--- config.mk ---
export PLATFORM = sky130hd
export DESIGN_NAME = icsp_slave
export DESIGN_NICKNAME = d
export VERILOG_FILES = /design/src/rtl/icsp_sync.v /design/src/rtl/icsp_slave.v
export VERILOG_INCLUDE_DIRS = /design/src /design/src/rtl
export SDC_FILE = /design/constraint.sdc
export NUM_CORES = 1
export LEC_CHECK = 0
export BUFFER_PORTS_ARGS = -buffer_cell sky130_fd_sc_hd__buf_2
export CORE_MARGIN = 4
export CORE_UTILIZATION = 50
export DETAILED_ROUTE_END_ITERATION = 8
export GPL_TIMING_DRIVEN = 0
export PLACE_DENSITY = 0.79
export SLEW_MARGIN = 20
export SYNTH_ARGS = -nofsm -noshare
export SYNTH_HDL_FRONTEND = slang
export SYNTH_SLANG_ARGS = --single-unit
--- constraint.sdc ---
create_clock -name clk_sys -period 2.09 [get_ports clk_sys]
set_input_delay 0.209 -clock clk_sys [delete_from_list [all_inputs] [get_ports clk_sys]]
set_output_delay 0.209 -clock clk_sys [all_outputs]
set_load 0.02 [all_outputs]
--- src/rtl/icsp_consts.vh ---
// constants for the two-wire command slave port
//
// Contract
// RULE1 - slave only, never drives clock
// RULE2 - host waits 2 ms after supply valid
// RULE3 - nine clock pulses per byte, ack ninth
// RULE4 - data changes only while clock low
// RULE5 - write ends with stop after ack
// RULE6 - read ends with no-ack then stop
// RULE7 - direction fixed per operation, restart changes it
// RULE8 - writes 1-3 bytes, reads 1-2 bytes
// RULE9 - first byte after address loads pointer
// RULE10 - write byte: command then data stored
// RULE11 - read byte: command, restart, read data
// RULE12 - every access sets pointer first
// RULE13 - send, read/write byte, read/write word
// RULE14 - send byte clears latched faults
// RULE15 - word data low byte first
// RULE16 - ack only own address, else release
`ifndef ICSP_CONSTS_VH
`define ICSP_CONSTS_VH

// ==========================================================
// timing
`define ICSP_CLK_MHZ        250
`define ICSP_READY_MS       2
`define ICSP_READY_CYC      (`ICSP_READY_MS * 1000 * `ICSP_CLK_MHZ)

// ==========================================================
// bit and byte layout
`define ICSP_BIT_LAST       4'h7
`define ICSP_BIT_ACK        4'h8
`define ICSP_BYTE_CMD       2'h0
`define ICSP_BYTE_LOW       2'h1
`define ICSP_BYTE_HIGH      2'h2
`define ICSP_BYTE_MAX       2'h3
`define ICSP_DIR_READ       1'h1

`endif

--- src/rtl/icsp_sync.v ---
// two-flop synchroniser with edge finder for the serial pins
`timescale 1ns/10ps
`default_nettype none
module icsp_sync (
   // clock and reset
   input  wire clk_sys,
   input  wire srst,
   // raw pin
   input  wire pinIn,
   // synchronised level and edges
   output reg  level,
   output wire rise,
   output wire fall
);
   reg meta;  // first stage, read only by the second
   reg prev;  // delayed copy for edge detection

   // ==========================================================
   // sample: bus idles high, so reset to high
   always @(posedge clk_sys) begin
      if (srst) begin
         meta  <= 1'b1;
         level <= 1'b1;
         prev  <= 1'b1;
      end else begin
         meta  <= pinIn;
         level <= meta;
         prev  <= level;
      end
   end

   assign rise = level & ~prev;
   assign fall = ~level & prev;
endmodule // icsp_sync
`default_nettype wire

--- src/rtl/icsp_slave.v ---
// two-wire command slave port: address match, pointer, byte/word transfers
`timescale 1ns/10ps
`include "icsp_consts.vh"
`default_nettype none
module icsp_slave #(
   parameter [6:0]  OWN_ADDR  = 7'h20,           // plain default bus address
   parameter [31:0] READY_CYC = `ICSP_READY_CYC  // supply settle count, shorten in sim
) (
   // clock and reset
   input  wire        clk_sys,
   input  wire        srst,
   // supply status
   input  wire        main5vSupplyOk,
   output reg         portReady,
   // serial pins (clock is input only)
   input  wire        sclIn,
   input  wire        sdaIn,
   output wire        sdaOut,
   output reg         sdaOe,
   // register side
   output reg  [7:0]  cmdPtr,
   output reg         cmdStrobe,
   output reg         writeStrobe,
   output reg  [15:0] writeData,
   output reg  [1:0]  writeCount,
   output reg         readStrobe,
   input  wire [15:0] readData,
   output reg         faultClear
);
   // ==========================================================
   // states
   localparam [2:0] ST_IDLE = 3'h0;  // waiting for start
   localparam [2:0] ST_RX   = 3'h1;  // shifting a byte in
   localparam [2:0] ST_ACK  = 3'h2;  // driving ack
   localparam [2:0] ST_TX   = 3'h3;  // shifting a byte out
   localparam [2:0] ST_MACK = 3'h4;  // sampling master ack
   localparam [2:0] ST_IGN  = 3'h5;  // not ours, refused or done: stay released

   wire       sclL, sclRise, sclFall;
   wire       sdaL, sdaRise, sdaFall;
   reg  [2:0] state;
   reg  [3:0] bitCnt;     // bits seen in current byte
   reg  [7:0] shiftReg;   // receive/transmit shift register
   reg  [1:0] byteIdx;    // bytes after address, command byte included
   reg        isRead;     // direction of this operation
   reg        isAddr;     // next received byte is the address
   reg        cmdSeen;    // pointer set in this transfer
   reg        hiByte;     // reading the high byte
   reg [31:0] readyCnt;   // supply settle counter
   reg        drvLow;     // drive data low

   // pins pass two flops before use
   icsp_sync uScl (.clk_sys(clk_sys), .srst(srst), .pinIn(sclIn),
                   .level(sclL), .rise(sclRise), .fall(sclFall));
   icsp_sync uSda (.clk_sys(clk_sys), .srst(srst), .pinIn(sdaIn),
                   .level(sdaL), .rise(sdaRise), .fall(sdaFall));

   wire startCond = sdaFall & sclL;  // start or repeated start
   wire stopCond  = sdaRise & sclL;  // RULE4

   // open drain: only ever pull low; clock is never driven
   assign sdaOut = 1'b0;  // RULE1

   // ==========================================================
   // supply settle timer, informational for the host side
   always @(posedge clk_sys) begin
      if (srst || !main5vSupplyOk) begin
         readyCnt  <= 32'h0;
         portReady <= 1'b0;
      end else if (readyCnt < READY_CYC) begin
         readyCnt  <= readyCnt + 32'h1;
      end else begin
         portReady <= 1'b1;  // RULE2
      end
   end

   // ==========================================================
   // protocol engine
   always @(posedge clk_sys) begin
      if (srst) begin
         state       <= ST_IDLE;
         bitCnt      <= 4'h0;
         shiftReg    <= 8'h0;
         byteIdx     <= 2'h0;
         isRead      <= 1'b0;
         isAddr      <= 1'b0;
         cmdSeen     <= 1'b0;
         hiByte      <= 1'b0;
         drvLow      <= 1'b0;
         sdaOe       <= 1'b0;
         cmdPtr      <= 8'h00;
         cmdStrobe   <= 1'b0;
         writeStrobe <= 1'b0;
         writeData   <= 16'h0000;
         writeCount  <= 2'h0;
         readStrobe  <= 1'b0;
         faultClear  <= 1'b0;
      end else begin
         cmdStrobe   <= 1'b0;
         writeStrobe <= 1'b0;
         readStrobe  <= 1'b0;
         faultClear  <= 1'b0;
         sdaOe       <= drvLow;
         if (startCond) begin
            // repeated start keeps pointer, new address decides direction
            state   <= ST_RX;  // RULE7
            bitCnt  <= 4'h0;
            isAddr  <= 1'b1;
            drvLow  <= 1'b0;
            sdaOe   <= 1'b0;
            hiByte  <= 1'b0;
         end else if (stopCond) begin
            // end of write: commit what arrived
            if (state != ST_IGN && !isRead && cmdSeen) begin
               if (byteIdx == `ICSP_BYTE_LOW) begin
                  faultClear <= 1'b1;  // RULE14
               end else begin
                  writeStrobe <= 1'b1;  // RULE10 RULE13
                  writeCount  <= byteIdx - 2'h1;  // RULE8
               end
            end
            state   <= ST_IDLE;
            cmdSeen <= 1'b0;
            byteIdx <= 2'h0;
            drvLow  <= 1'b0;
            sdaOe   <= 1'b0;
         end else begin
            case (state)
               ST_RX: begin
                  if (sclRise) begin
                     shiftReg <= {shiftReg[6:0], sdaL};
                     bitCnt   <= bitCnt + 4'h1;
                  end else if (sclFall && bitCnt == `ICSP_BIT_ACK) begin  // RULE3
                     bitCnt <= 4'h0;
                     if (isAddr) begin
                        isAddr <= 1'b0;
                        if (shiftReg[7:1] == OWN_ADDR) begin  // RULE16
                           isRead <= shiftReg[0] == `ICSP_DIR_READ;
                           drvLow <= 1'b1;
                           state  <= ST_ACK;
                           if (shiftReg[0] != `ICSP_DIR_READ) begin
                              byteIdx <= `ICSP_BYTE_CMD;
                              cmdSeen <= 1'b0;  // RULE12
                           end
                        end else begin
                           state <= ST_IGN;
                        end
                     end else if (byteIdx == `ICSP_BYTE_CMD) begin
                        cmdPtr    <= shiftReg;  // RULE9
                        cmdStrobe <= 1'b1;
                        cmdSeen   <= 1'b1;
                        byteIdx   <= `ICSP_BYTE_LOW;
                        drvLow    <= 1'b1;
                        state     <= ST_ACK;
                     end else if (byteIdx != `ICSP_BYTE_MAX) begin
                        // low byte first, then high
                        if (byteIdx == `ICSP_BYTE_LOW)
                           writeData[7:0]  <= shiftReg;  // RULE15
                        else
                           writeData[15:8] <= shiftReg;
                        byteIdx <= byteIdx + 2'h1;
                        drvLow  <= 1'b1;
                        state   <= ST_ACK;
                     end else begin
                        // longer than three bytes: refuse with no ack
                        state <= ST_IGN;
                     end
                  end
               end
               ST_ACK: begin
                  // hold ack through the ninth pulse, release on its fall
                  if (sclFall) begin
                     if (isRead && cmdSeen) begin
                        shiftReg   <= hiByte ? readData[15:8] : readData[7:0];  // RULE11
                        readStrobe <= ~hiByte;
                        drvLow     <= hiByte ? ~readData[15] : ~readData[7];
                        bitCnt     <= 4'h0;
                        state      <= ST_TX;
                     end else if (isRead) begin
                        drvLow <= 1'b0;  // no pointer set: send nothing
                        state  <= ST_IGN;
                     end else begin
                        drvLow <= 1'b0;
                        state  <= ST_RX;
                     end
                  end
               end
               ST_TX: begin
                  // shift on falling clock so data is steady while high
                  if (sclFall) begin  // RULE4
                     if (bitCnt == `ICSP_BIT_LAST) begin
                        drvLow <= 1'b0;
                        state  <= ST_MACK;
                     end else begin
                        shiftReg <= {shiftReg[6:0], 1'b0};
                        drvLow   <= ~shiftReg[6];
                     end
                     bitCnt <= bitCnt + 4'h1;
                  end
               end
               ST_MACK: begin
                  if (sclRise) begin
                     if (sdaL || hiByte) begin
                        state <= ST_IGN;  // RULE6
                     end else begin
                        hiByte <= 1'b1;  // second byte of word
                        state  <= ST_ACK;
                     end
                  end
               end
               ST_IGN: begin
                  drvLow <= 1'b0;
               end
               default: begin
                  state  <= ST_IDLE;
                  drvLow <= 1'b0;
               end
            endcase
         end
      end
   end
endmodule // icsp_slave
`default_nettype wire

==> reports/results.txt, run 1 <==
status = finished, violations left
failing checks = negative setup slack
Num CTS Buffers = 9
die area = 0.009624 mm2
min-delay worst type = in2reg
setup TNS = -0.007490 ns
total number of vias = 3505
Reg power frac = 57.5%
Synth area leader = dfxtp_1
Final Skew = 0.01075 ns
fin. max-slew vios = 0
f_max = 476.8 MHz
num ports = 54
sequential-to-total area share from yosys stat = 45.38%
clock root buffer = clkbuf_8
Synth Register Bits = 92
synth top area cells = dfxtp_1 45%, mux2i_1 10%, nor2_1 6.2%
first-pass GRT wire length = 15500 um
Nets = 546
WL per Instance = 14.92 um
Synth top area share = 45.38%
Critical Path End Type = flop
DR pass1 iterations = 5
asr flop ratio synth = 0%
DRT iter0 DRCs = 193
critical path fanouts, max = 5
top_reg_cell synth = dfxtp_1
Leak Pwr = 2.026 nW
part of the cycle the worst path needs = 100.4%
clock share of power = 38.5%
commonest non-fill, non-tap cell in the layout = dfxtp_1
most frequent cells in the layout = 86 x dfxtp_1, 67 x nor2_1, 54 x buf_2
VDD IR max = 0.0004140 V
final setup margin = -0.007490 ns
Post-DP HPWL = 6382 um
Starting Density = 51.99%
Sw Ratio = 23.12%
critical path required time = 2.37 ns
FP Rows = 32
Die Y = 98.10 um
largest net degree at the start of global routing = 16
total track usage = 19.50%
Synth Cell Area = 0.004059 mm2
CTS tree = built
Tmin final = 2.097 ns
Netlist cell types = 56
number of clock sinks = 92
largest buffer count on any clock path = 2
syn avg cell area = 9.060 um2
pre-CTS setup slack = -0.2359 ns
final setup vio count = 1
Syn Inst Count = 448
worst hold slack = 0.04732 ns
PwrDens = 637.2 mW/mm2
number of global-route vias before repair = 3325
via-per-instance ratio = 5.617
synth warn = 0
hold violation total from the final report = 0
RSZ-0062 raised after global routing = yes
P_int = 2.363 mW
Post-synth EDFFs = 0
Worst-Margin Slew = 0.6832 ns
cts hold-fix bufs = 0
GPL Wtd Cong = 0.9969
Sw Pwr = 0.7109 mW
type of origin of the critical path = flop
Skew-Pair Late Insertion Delay = 0.36 ns
initial antenna violation count = 0
Synth-to-Final Area Change = 18.87%
max-capacitance violation count = 0
grt ovf = 0
die width = 98.10 um
Slew HR = 54.45%
Clk pin slew, worst setup/hold paths = 0.10 ns
DRC Markers = 0
layout cell share with drive strength beyond 1 = 22.03%
I/O Buffers = 52
Core ar. = 0.007807 mm2
H-tree level count = 3
Comb pwr share = 4.0%
Setup Crit Path Kind = reg2reg
ANT cells = 0
Routed WL = 9307 um
DRT antenna net count = 0
syn_nets = 476
arrival time worst endpoint = 2.38 ns
[state kept, by name, indices dropped and copies added, names as in the netlist, 2 cells and up]
name        count
writeData      16
shiftReg        8
readyCnt       32
bitCnt          4
cmdPtr          8
state           3
writeCount      2
byteIdx         2
[path summary, 6_finish.rpt]
check / startpoint / end / slack, ns / cells after the start
max reg2reg: readyCnt[6] / readyCnt[17] / -0.007 / 5
max: readyCnt[6] / readyCnt[17] / -0.007 / 5
min reg2reg: uScl.meta / uScl.level / 0.42 / 1
min: sclIn / uScl.meta / 0.05 / 2
[final cells by class]
class | instances | area, um2
Fill cell | 648 | 2983
Multi-Input combinational cell | 315 | 2122
Sequential cell | 92 | 1857
Timing Repair Buffer | 61 | 352.8
Clock buffer | 10 | 127.6
Tap cell | 102 | 127.6
Buffer | 18 | 96.34
Inverter | 21 | 78.83
Clock inverter | 5 | 62.56
[per-layer routing]
layer	vias to the layer above	part of all wire (%)	track usage (%)
met3	26	5.5	5.000
met2	123	50	32.98
met4	0	2.4	7.029
li1	1714	-	-
met5	-	0	0
met1	1642	42	23.99
[critical path, stage by stage (launching register included)]
cell	delay (ns)
dfxtp_1	0.36
o31ai_1	0.32
nand3_1	0.18
a2111o_1	0.49
or4_1	0.51
a21oi_1	0.16
[kinds of logic after synthesis]
family	synth area share, %
mux	11.19
buf+inv	4.131
other cells	0.09239
simple gates	23.40
flops	45.38
compound gates	12.79
xor+xnor	0.8630
fa+ha+maj	2.158
[cells in the mapped netlist (3+ instances only)]
| library cell | number |
|---|---|
| buf_2 | 5 |
| or3_1 | 8 |
| a31oi_1 | 5 |
| o21ai_0 | 15 |
| o211ai_1 | 4 |
| or2_2 | 9 |
| nor2b_1 | 3 |
| dfxtp_1 | 92 |
| xnor2_1 | 4 |
| a21oi_1 | 32 |
| clkbuf_1 | 11 |
| nand3b_1 | 4 |
| o31ai_1 | 4 |
| and2_1 | 14 |
| and3b_1 | 3 |
| nor3_1 | 3 |
| nor3b_1 | 5 |
| nor2_1 | 67 |
| inv_1 | 21 |
| ha_1 | 7 |
| mux2_2 | 3 |
| mux2i_1 | 42 |
| nand4_1 | 4 |
| nor4_1 | 5 |
| nand3_1 | 10 |
| a211oi_1 | 5 |
| and3_1 | 4 |
| nand2_1 | 17 |
| nand2b_1 | 6 |
[power groups by stage]
stage,clock network (mW),logic (mW),registers (mW)
5_1_grt,1.28,0.136,1.77
3_3_place_gp,0,0.111,1.81
4_1_cts,1.20,0.116,1.77
3_5_place_dp,0,0.115,1.81
6_report,1.18,0.123,1.77
2_1_floorplan,0,0.0730,1.81
[timing repair]
item                                    4_1_cts  5_1_grt
gates resized for setup                       6       21
endpoints found under the setup margin       46       41
pin swaps                                     4        5
setup buffers                                 5        4
[metrics by stage]
step	area [um2]	instances	utilization, %	total power, mW
2_1_floorplan	4059	448	-	1.882
5_1_grt	4825	624	61.79	3.181
6_report	4825	624	61.79	3.074
3_5_place_dp	4447	602	56.96	1.926
3_3_place_gp	4447	602	56.96	1.922
4_1_cts	4717	622	60.42	3.084
(Power assumes the default switching activity.)
==> inputs of run 2 (changes only) <==
CELL_PAD_IN_SITES_DETAIL_PLACEMENT = 0   (was not set)
CELL_PAD_IN_SITES_GLOBAL_PLACEMENT = 1   (was not set)
CORE_UTILIZATION = 39   (was 50)
PLACE_DENSITY = 0.81   (was 0.79)
==> reports/results.txt, run 2 (same netlist as run 1, synthesis figures left out) <==
I/O Buffers = 52
Reg power frac = 56.3%
critical path required time = 2.39 ns
DRC Markers = 0
Crit Reg-Reg Startpoint = readyCnt[14]
most frequent cells in the layout = 88 x dfxtp_1, 67 x nor2_1, 56 x buf_2
part of the cycle the worst path needs = 98.65%
Die Y = 110.0 um
Core ar. = 0.009955 mm2
DR pass1 iterations = 4
largest buffer count on any clock path = 2
WP buf/inv = 0
GPL Wtd Cong = 0.8894
cts hold-fix bufs = 0
Sw Pwr = 0.7595 mW
fin. max-slew vios = 0
num ports = 54
grt ovf = 0
Synth-to-Final Area Change = 20.38%
initial antenna violation count = 0
clock share of power = 39.8%
type of origin of the critical path = flop
Largest stage delay, worst path = 0.53 ns
Non-Filler Instances = 658
pre-CTS setup slack = -0.2426 ns
Post-DP HPWL = 6688 um
hold violation total from the final report = 0
fillers = 928
die area = 0.01210 mm2
PwrDens = 642.6 mW/mm2
H-tree level count = 3
Setup Crit Path Kind = reg2reg
RSZ-0062 raised after global routing = yes
ANT cells = 0
Starting Density = 40.77%
Largest Register = readyCnt
max-capacitance violation count = 0
cell count after placement = 633
final setup margin = 0.02819 ns
Nets = 548
clock root buffer = clkbuf_8
Routed WL = 9422 um
Clk pin slew, worst setup/hold paths = 0.09 ns
Comb pwr share = 3.9%
Critical Path End Type = flop
DRT iter0 DRCs = 215
final setup vio count = 0
status = finished, final reports clean
CTS tree = built
Leak Pwr = 2.034 nW
Worst-Margin Slew = 0.7089 ns
via-per-instance ratio = 5.190
number of clock sinks = 92
min-delay worst type = in2reg
Skew-Pair Late Insertion Delay = 0.37 ns
number of global-route vias before repair = 3219
DRT antenna net count = 0
Slew HR = 52.74%
layout cell share with drive strength beyond 1 = 23.43%
Num CTS Buffers = 9
Tmin final = 2.062 ns
Largest register FFs = 32
Hold Crit Start = sclIn
commonest non-fill, non-tap cell in the layout = dfxtp_1
die width = 110.0 um
P_int = 2.380 mW
Top Family by Delay on Critical Path = simple AND/OR/NAND/NOR gates
largest registers = readyCnt (32), writeData (16)
Final Skew = 0.009999 ns
CP Launch Point = readyCnt[14]
FP Rows = 36
largest net degree at the start of global routing = 18
WL per Instance = 14.32 um
CP cell instances = nor4_1 -> nand3_2 -> a2111o_1 -> or4_1 -> a21oi_1
critical path fanouts, max = 6
Sw Ratio = 24.19%
Crit-path slowest cell = a2111o_1
f_max = 485.0 MHz
VDD IR max = 0.0003196 V
arrival time worst endpoint = 2.36 ns
first-pass GRT wire length = 15530 um
total track usage = 16.47%
total number of vias = 3415
==> run 2: area by class of cell <==
cell class                 instances  area, um2  area share [%]
inverter                          21      78.83           1.613
clock inverter                     7      81.33           1.665
buffer                            20      100.1           2.049
clock buffer                       9      123.9           2.535
multi-input combinational        315       2142           43.84
sequential                        92       1852           37.90
tap                              133      166.4           3.406
timing repair buffer              61      341.6           6.991
==> run 2: final timing paths <==
kind / end / cells past startpoint / slack (ns)
setup reg to reg: readyCnt[17] / 5 / 0.03
setup / recovery: readyCnt[17] / 5 / 0.03
hold / removal: uScl.meta / 2 / 0.04
hold reg to reg: uSda.level / 1 / 0.41
==> run 2: repair_timing <==
action,4_1_cts,5_1_grt
pin swaps,4,7
hold endpoints to repair,0,0
setup buffers,6,2
setup endpoints to repair,53,36
gates resized for setup,10,21
gates cloned,0,1
==> run 2: per-stage QoR <==
| step | hold WS (ns) | TNS, ns | area (um2) | util (%) | total power, mW |
|---|---|---|---|---|---|
| 2_1_floorplan | 0.3128 | 0 | 4059 | - | 1.882 |
| 3_3_place_gp | 0.3954 | -8.650 | 4486 | 45.06 | 1.926 |
| 3_5_place_dp | 0.3933 | -7.616 | 4486 | 45.06 | 1.928 |
| 4_1_cts | 0.01805 | 0 | 4785 | 48.06 | 3.163 |
| 5_1_grt | 0.02453 | -0.1560 | 4886 | 49.08 | 3.251 |
| 6_report | 0.03656 | 0 | 4886 | 49.08 | 3.140 |
==> run 2: routing by layer <==
layer	global-route usage, %	vias up	part of all wire (%)	wire length, um
li1	-	1723	-	-
met1	22.34	1606	49	4618
met2	25.39	71	45	4218
met3	2.970	15	4.1	389
met4	7.658	0	2.1	195
met5	0	-	0	0
==> run 2: power by group through the flow <==
stage	Clock, mW	Sequential, mW	Combinational (mW)
2_1_floorplan	0	1.81	0.0730
4_1_cts	1.28	1.77	0.117
5_1_grt	1.34	1.77	0.138
6_report	1.25	1.77	0.122
3_5_place_dp	0	1.81	0.117
3_3_place_gp	0	1.81	0.115
==> inputs of run 3 (changes only) <==
CORE_UTILIZATION = 25   (was 39)
PLACE_DENSITY = 0.58   (was 0.81)
==> reports/results.txt, run 3 (same netlist as run 1, synthesis figures left out) <==
Synth-to-Final Area Change = 25.86%
Post-DP HPWL = 7552 um
DRT iter0 DRCs = 213
max-capacitance violation count = 0
fillers = 1677
DRC Markers = 0
total number of vias = 3371
type of origin of the critical path = flop
Worst-Margin Slew = 0.7968 ns
CTS tree = built
part of the cycle the worst path needs = 96.76%
Leak Pwr = 2.094 nW
die width = 135.4 um
Slew HR = 46.88%
min-delay worst type = in2reg
Largest register FFs = 32
GPL Wtd Cong = 0.8696
H-tree level count = 3
num ports = 54
largest net degree at the start of global routing = 19
arrival time worst endpoint = 2.30 ns
grt ovf = 0
PwrDens = 686.2 mW/mm2
hold violation total from the final report = 0
number of global-route vias before repair = 3241
number of clock sinks = 92
via-per-instance ratio = 4.543
die area = 0.01834 mm2
Clk pin slew, worst setup/hold paths = 0.07 ns
Die Y = 135.4 um
Nets = 549
DRT antenna net count = 0
Core ar. = 0.01589 mm2
Starting Density = 25.55%
total track usage = 11.53%
Tmin final = 2.022 ns
status = finished, final reports clean
setup TNS = 0 ns
I/O Buffers = 52
Num CTS Buffers = 9
critical path fanouts, max = 5
critical path required time = 2.37 ns
layout cell share with drive strength beyond 1 = 23.95%
most frequent cells in the layout = 87 x dfxtp_1, 67 x nor2_1, 55 x buf_2
largest registers = readyCnt (32), writeData (16)
ANT cells = 0
largest buffer count on any clock path = 2
Critical Path End Type = flop
Largest Register = readyCnt
multi-input logic area = 0.002147 mm2
Setup Crit Path Kind = reg2reg
FP Rows = 46
RSZ-0062 raised after global routing = yes
Final Skew = 0.006167 ns
initial antenna violation count = 0
VDD IR max = 0.0003293 V
fin. max-slew vios = 0
Non-Filler Instances = 742
cts hold-fix bufs = 0
Skew-Pair Late Insertion Delay = 0.35 ns
Sequential cell area = 0.001853 mm2
cell count after placement = 716
first-pass GRT wire length = 16680 um
DR pass1 iterations = 4
commonest non-fill, non-tap cell in the layout = dfxtp_1
f_max = 494.5 MHz
final setup vio count = 0
Routed WL = 10490 um
clock root buffer = clkbuf_16
WL per Instance = 14.14 um
run 3: critical path, stage by stage, from the launching register on:
cell	delay [ns]
dfxtp_1	0.36
nor4_2	0.30
nand3_1	0.14
a2111o_1	0.51
buf_4	0.17
or3_1	0.33
a21oi_1	0.14
run 3: path summary, 6_finish.rpt:
check,from,to,slack [ns],cells after the start
worst max register to register,readyCnt[14],readyCnt[13],0.07,6
worst max-delay path,readyCnt[14],readyCnt[13],0.07,6
worst min-delay path,sdaIn,uSda.meta,0.04,2
worst min register to register,uSda.meta,uSda.level,0.41,1
run 3: area by class of cell:
type | instances | area share (%)
buffer | 18 | 1.837
clock buffer | 9 | 4.409
clock inverter | 7 | 1.323
inverter | 21 | 1.543
multi-input combinational | 315 | 42.03
sequential | 92 | 36.27
tap | 216 | 5.290
timing repair buffer | 64 | 7.299
run 3: power by group:
| group | switching (mW) | internal (mW) |
|---|---|---|
| clock | 0.774 | 0.840 |
| combinational | 0.0751 | 0.0478 |
| sequential | 0.00934 | 1.76 |
run 3: metal layers:
layer	track usage (%)	wire length, um	vias to the layer above
li1	-	-	1717
met3	2.823	359	13
met4	4.591	159	0
met2	18.53	4918	50
met5	0	0	-
met1	14.89	5055	1591
run 3: per-stage QoR:
step | power, mW | worst slack [ns] | utilization, % | cell area [um2] | hold WS [ns]
after floorplan | 1.882 | 0.1504 | - | 4059 | 0.3128
after global placement | 1.931 | -0.3733 | 28.89 | 4589 | 0.3952
after detailed placement | 1.933 | -0.3727 | 28.89 | 4589 | 0.3987
after CTS | 3.565 | 0.0007578 | 31.47 | 5000 | 0.03253
after global routing | 3.636 | -0.009423 | 32.16 | 5109 | 0.05696
final | 3.505 | 0.06767 | 32.16 | 5109 | 0.04424
run 3: what timing repair did:
| action | in CTS | in global routing |
|---|---|---|
| setup buffers | 8 | 3 |
| cloned | 0 | 1 |
| endpoints found under the hold margin | 0 | 0 |
| pin swaps | 6 | 8 |
| resized for setup | 7 | 25 |
| setup endpoints to repair | 54 | 39 |
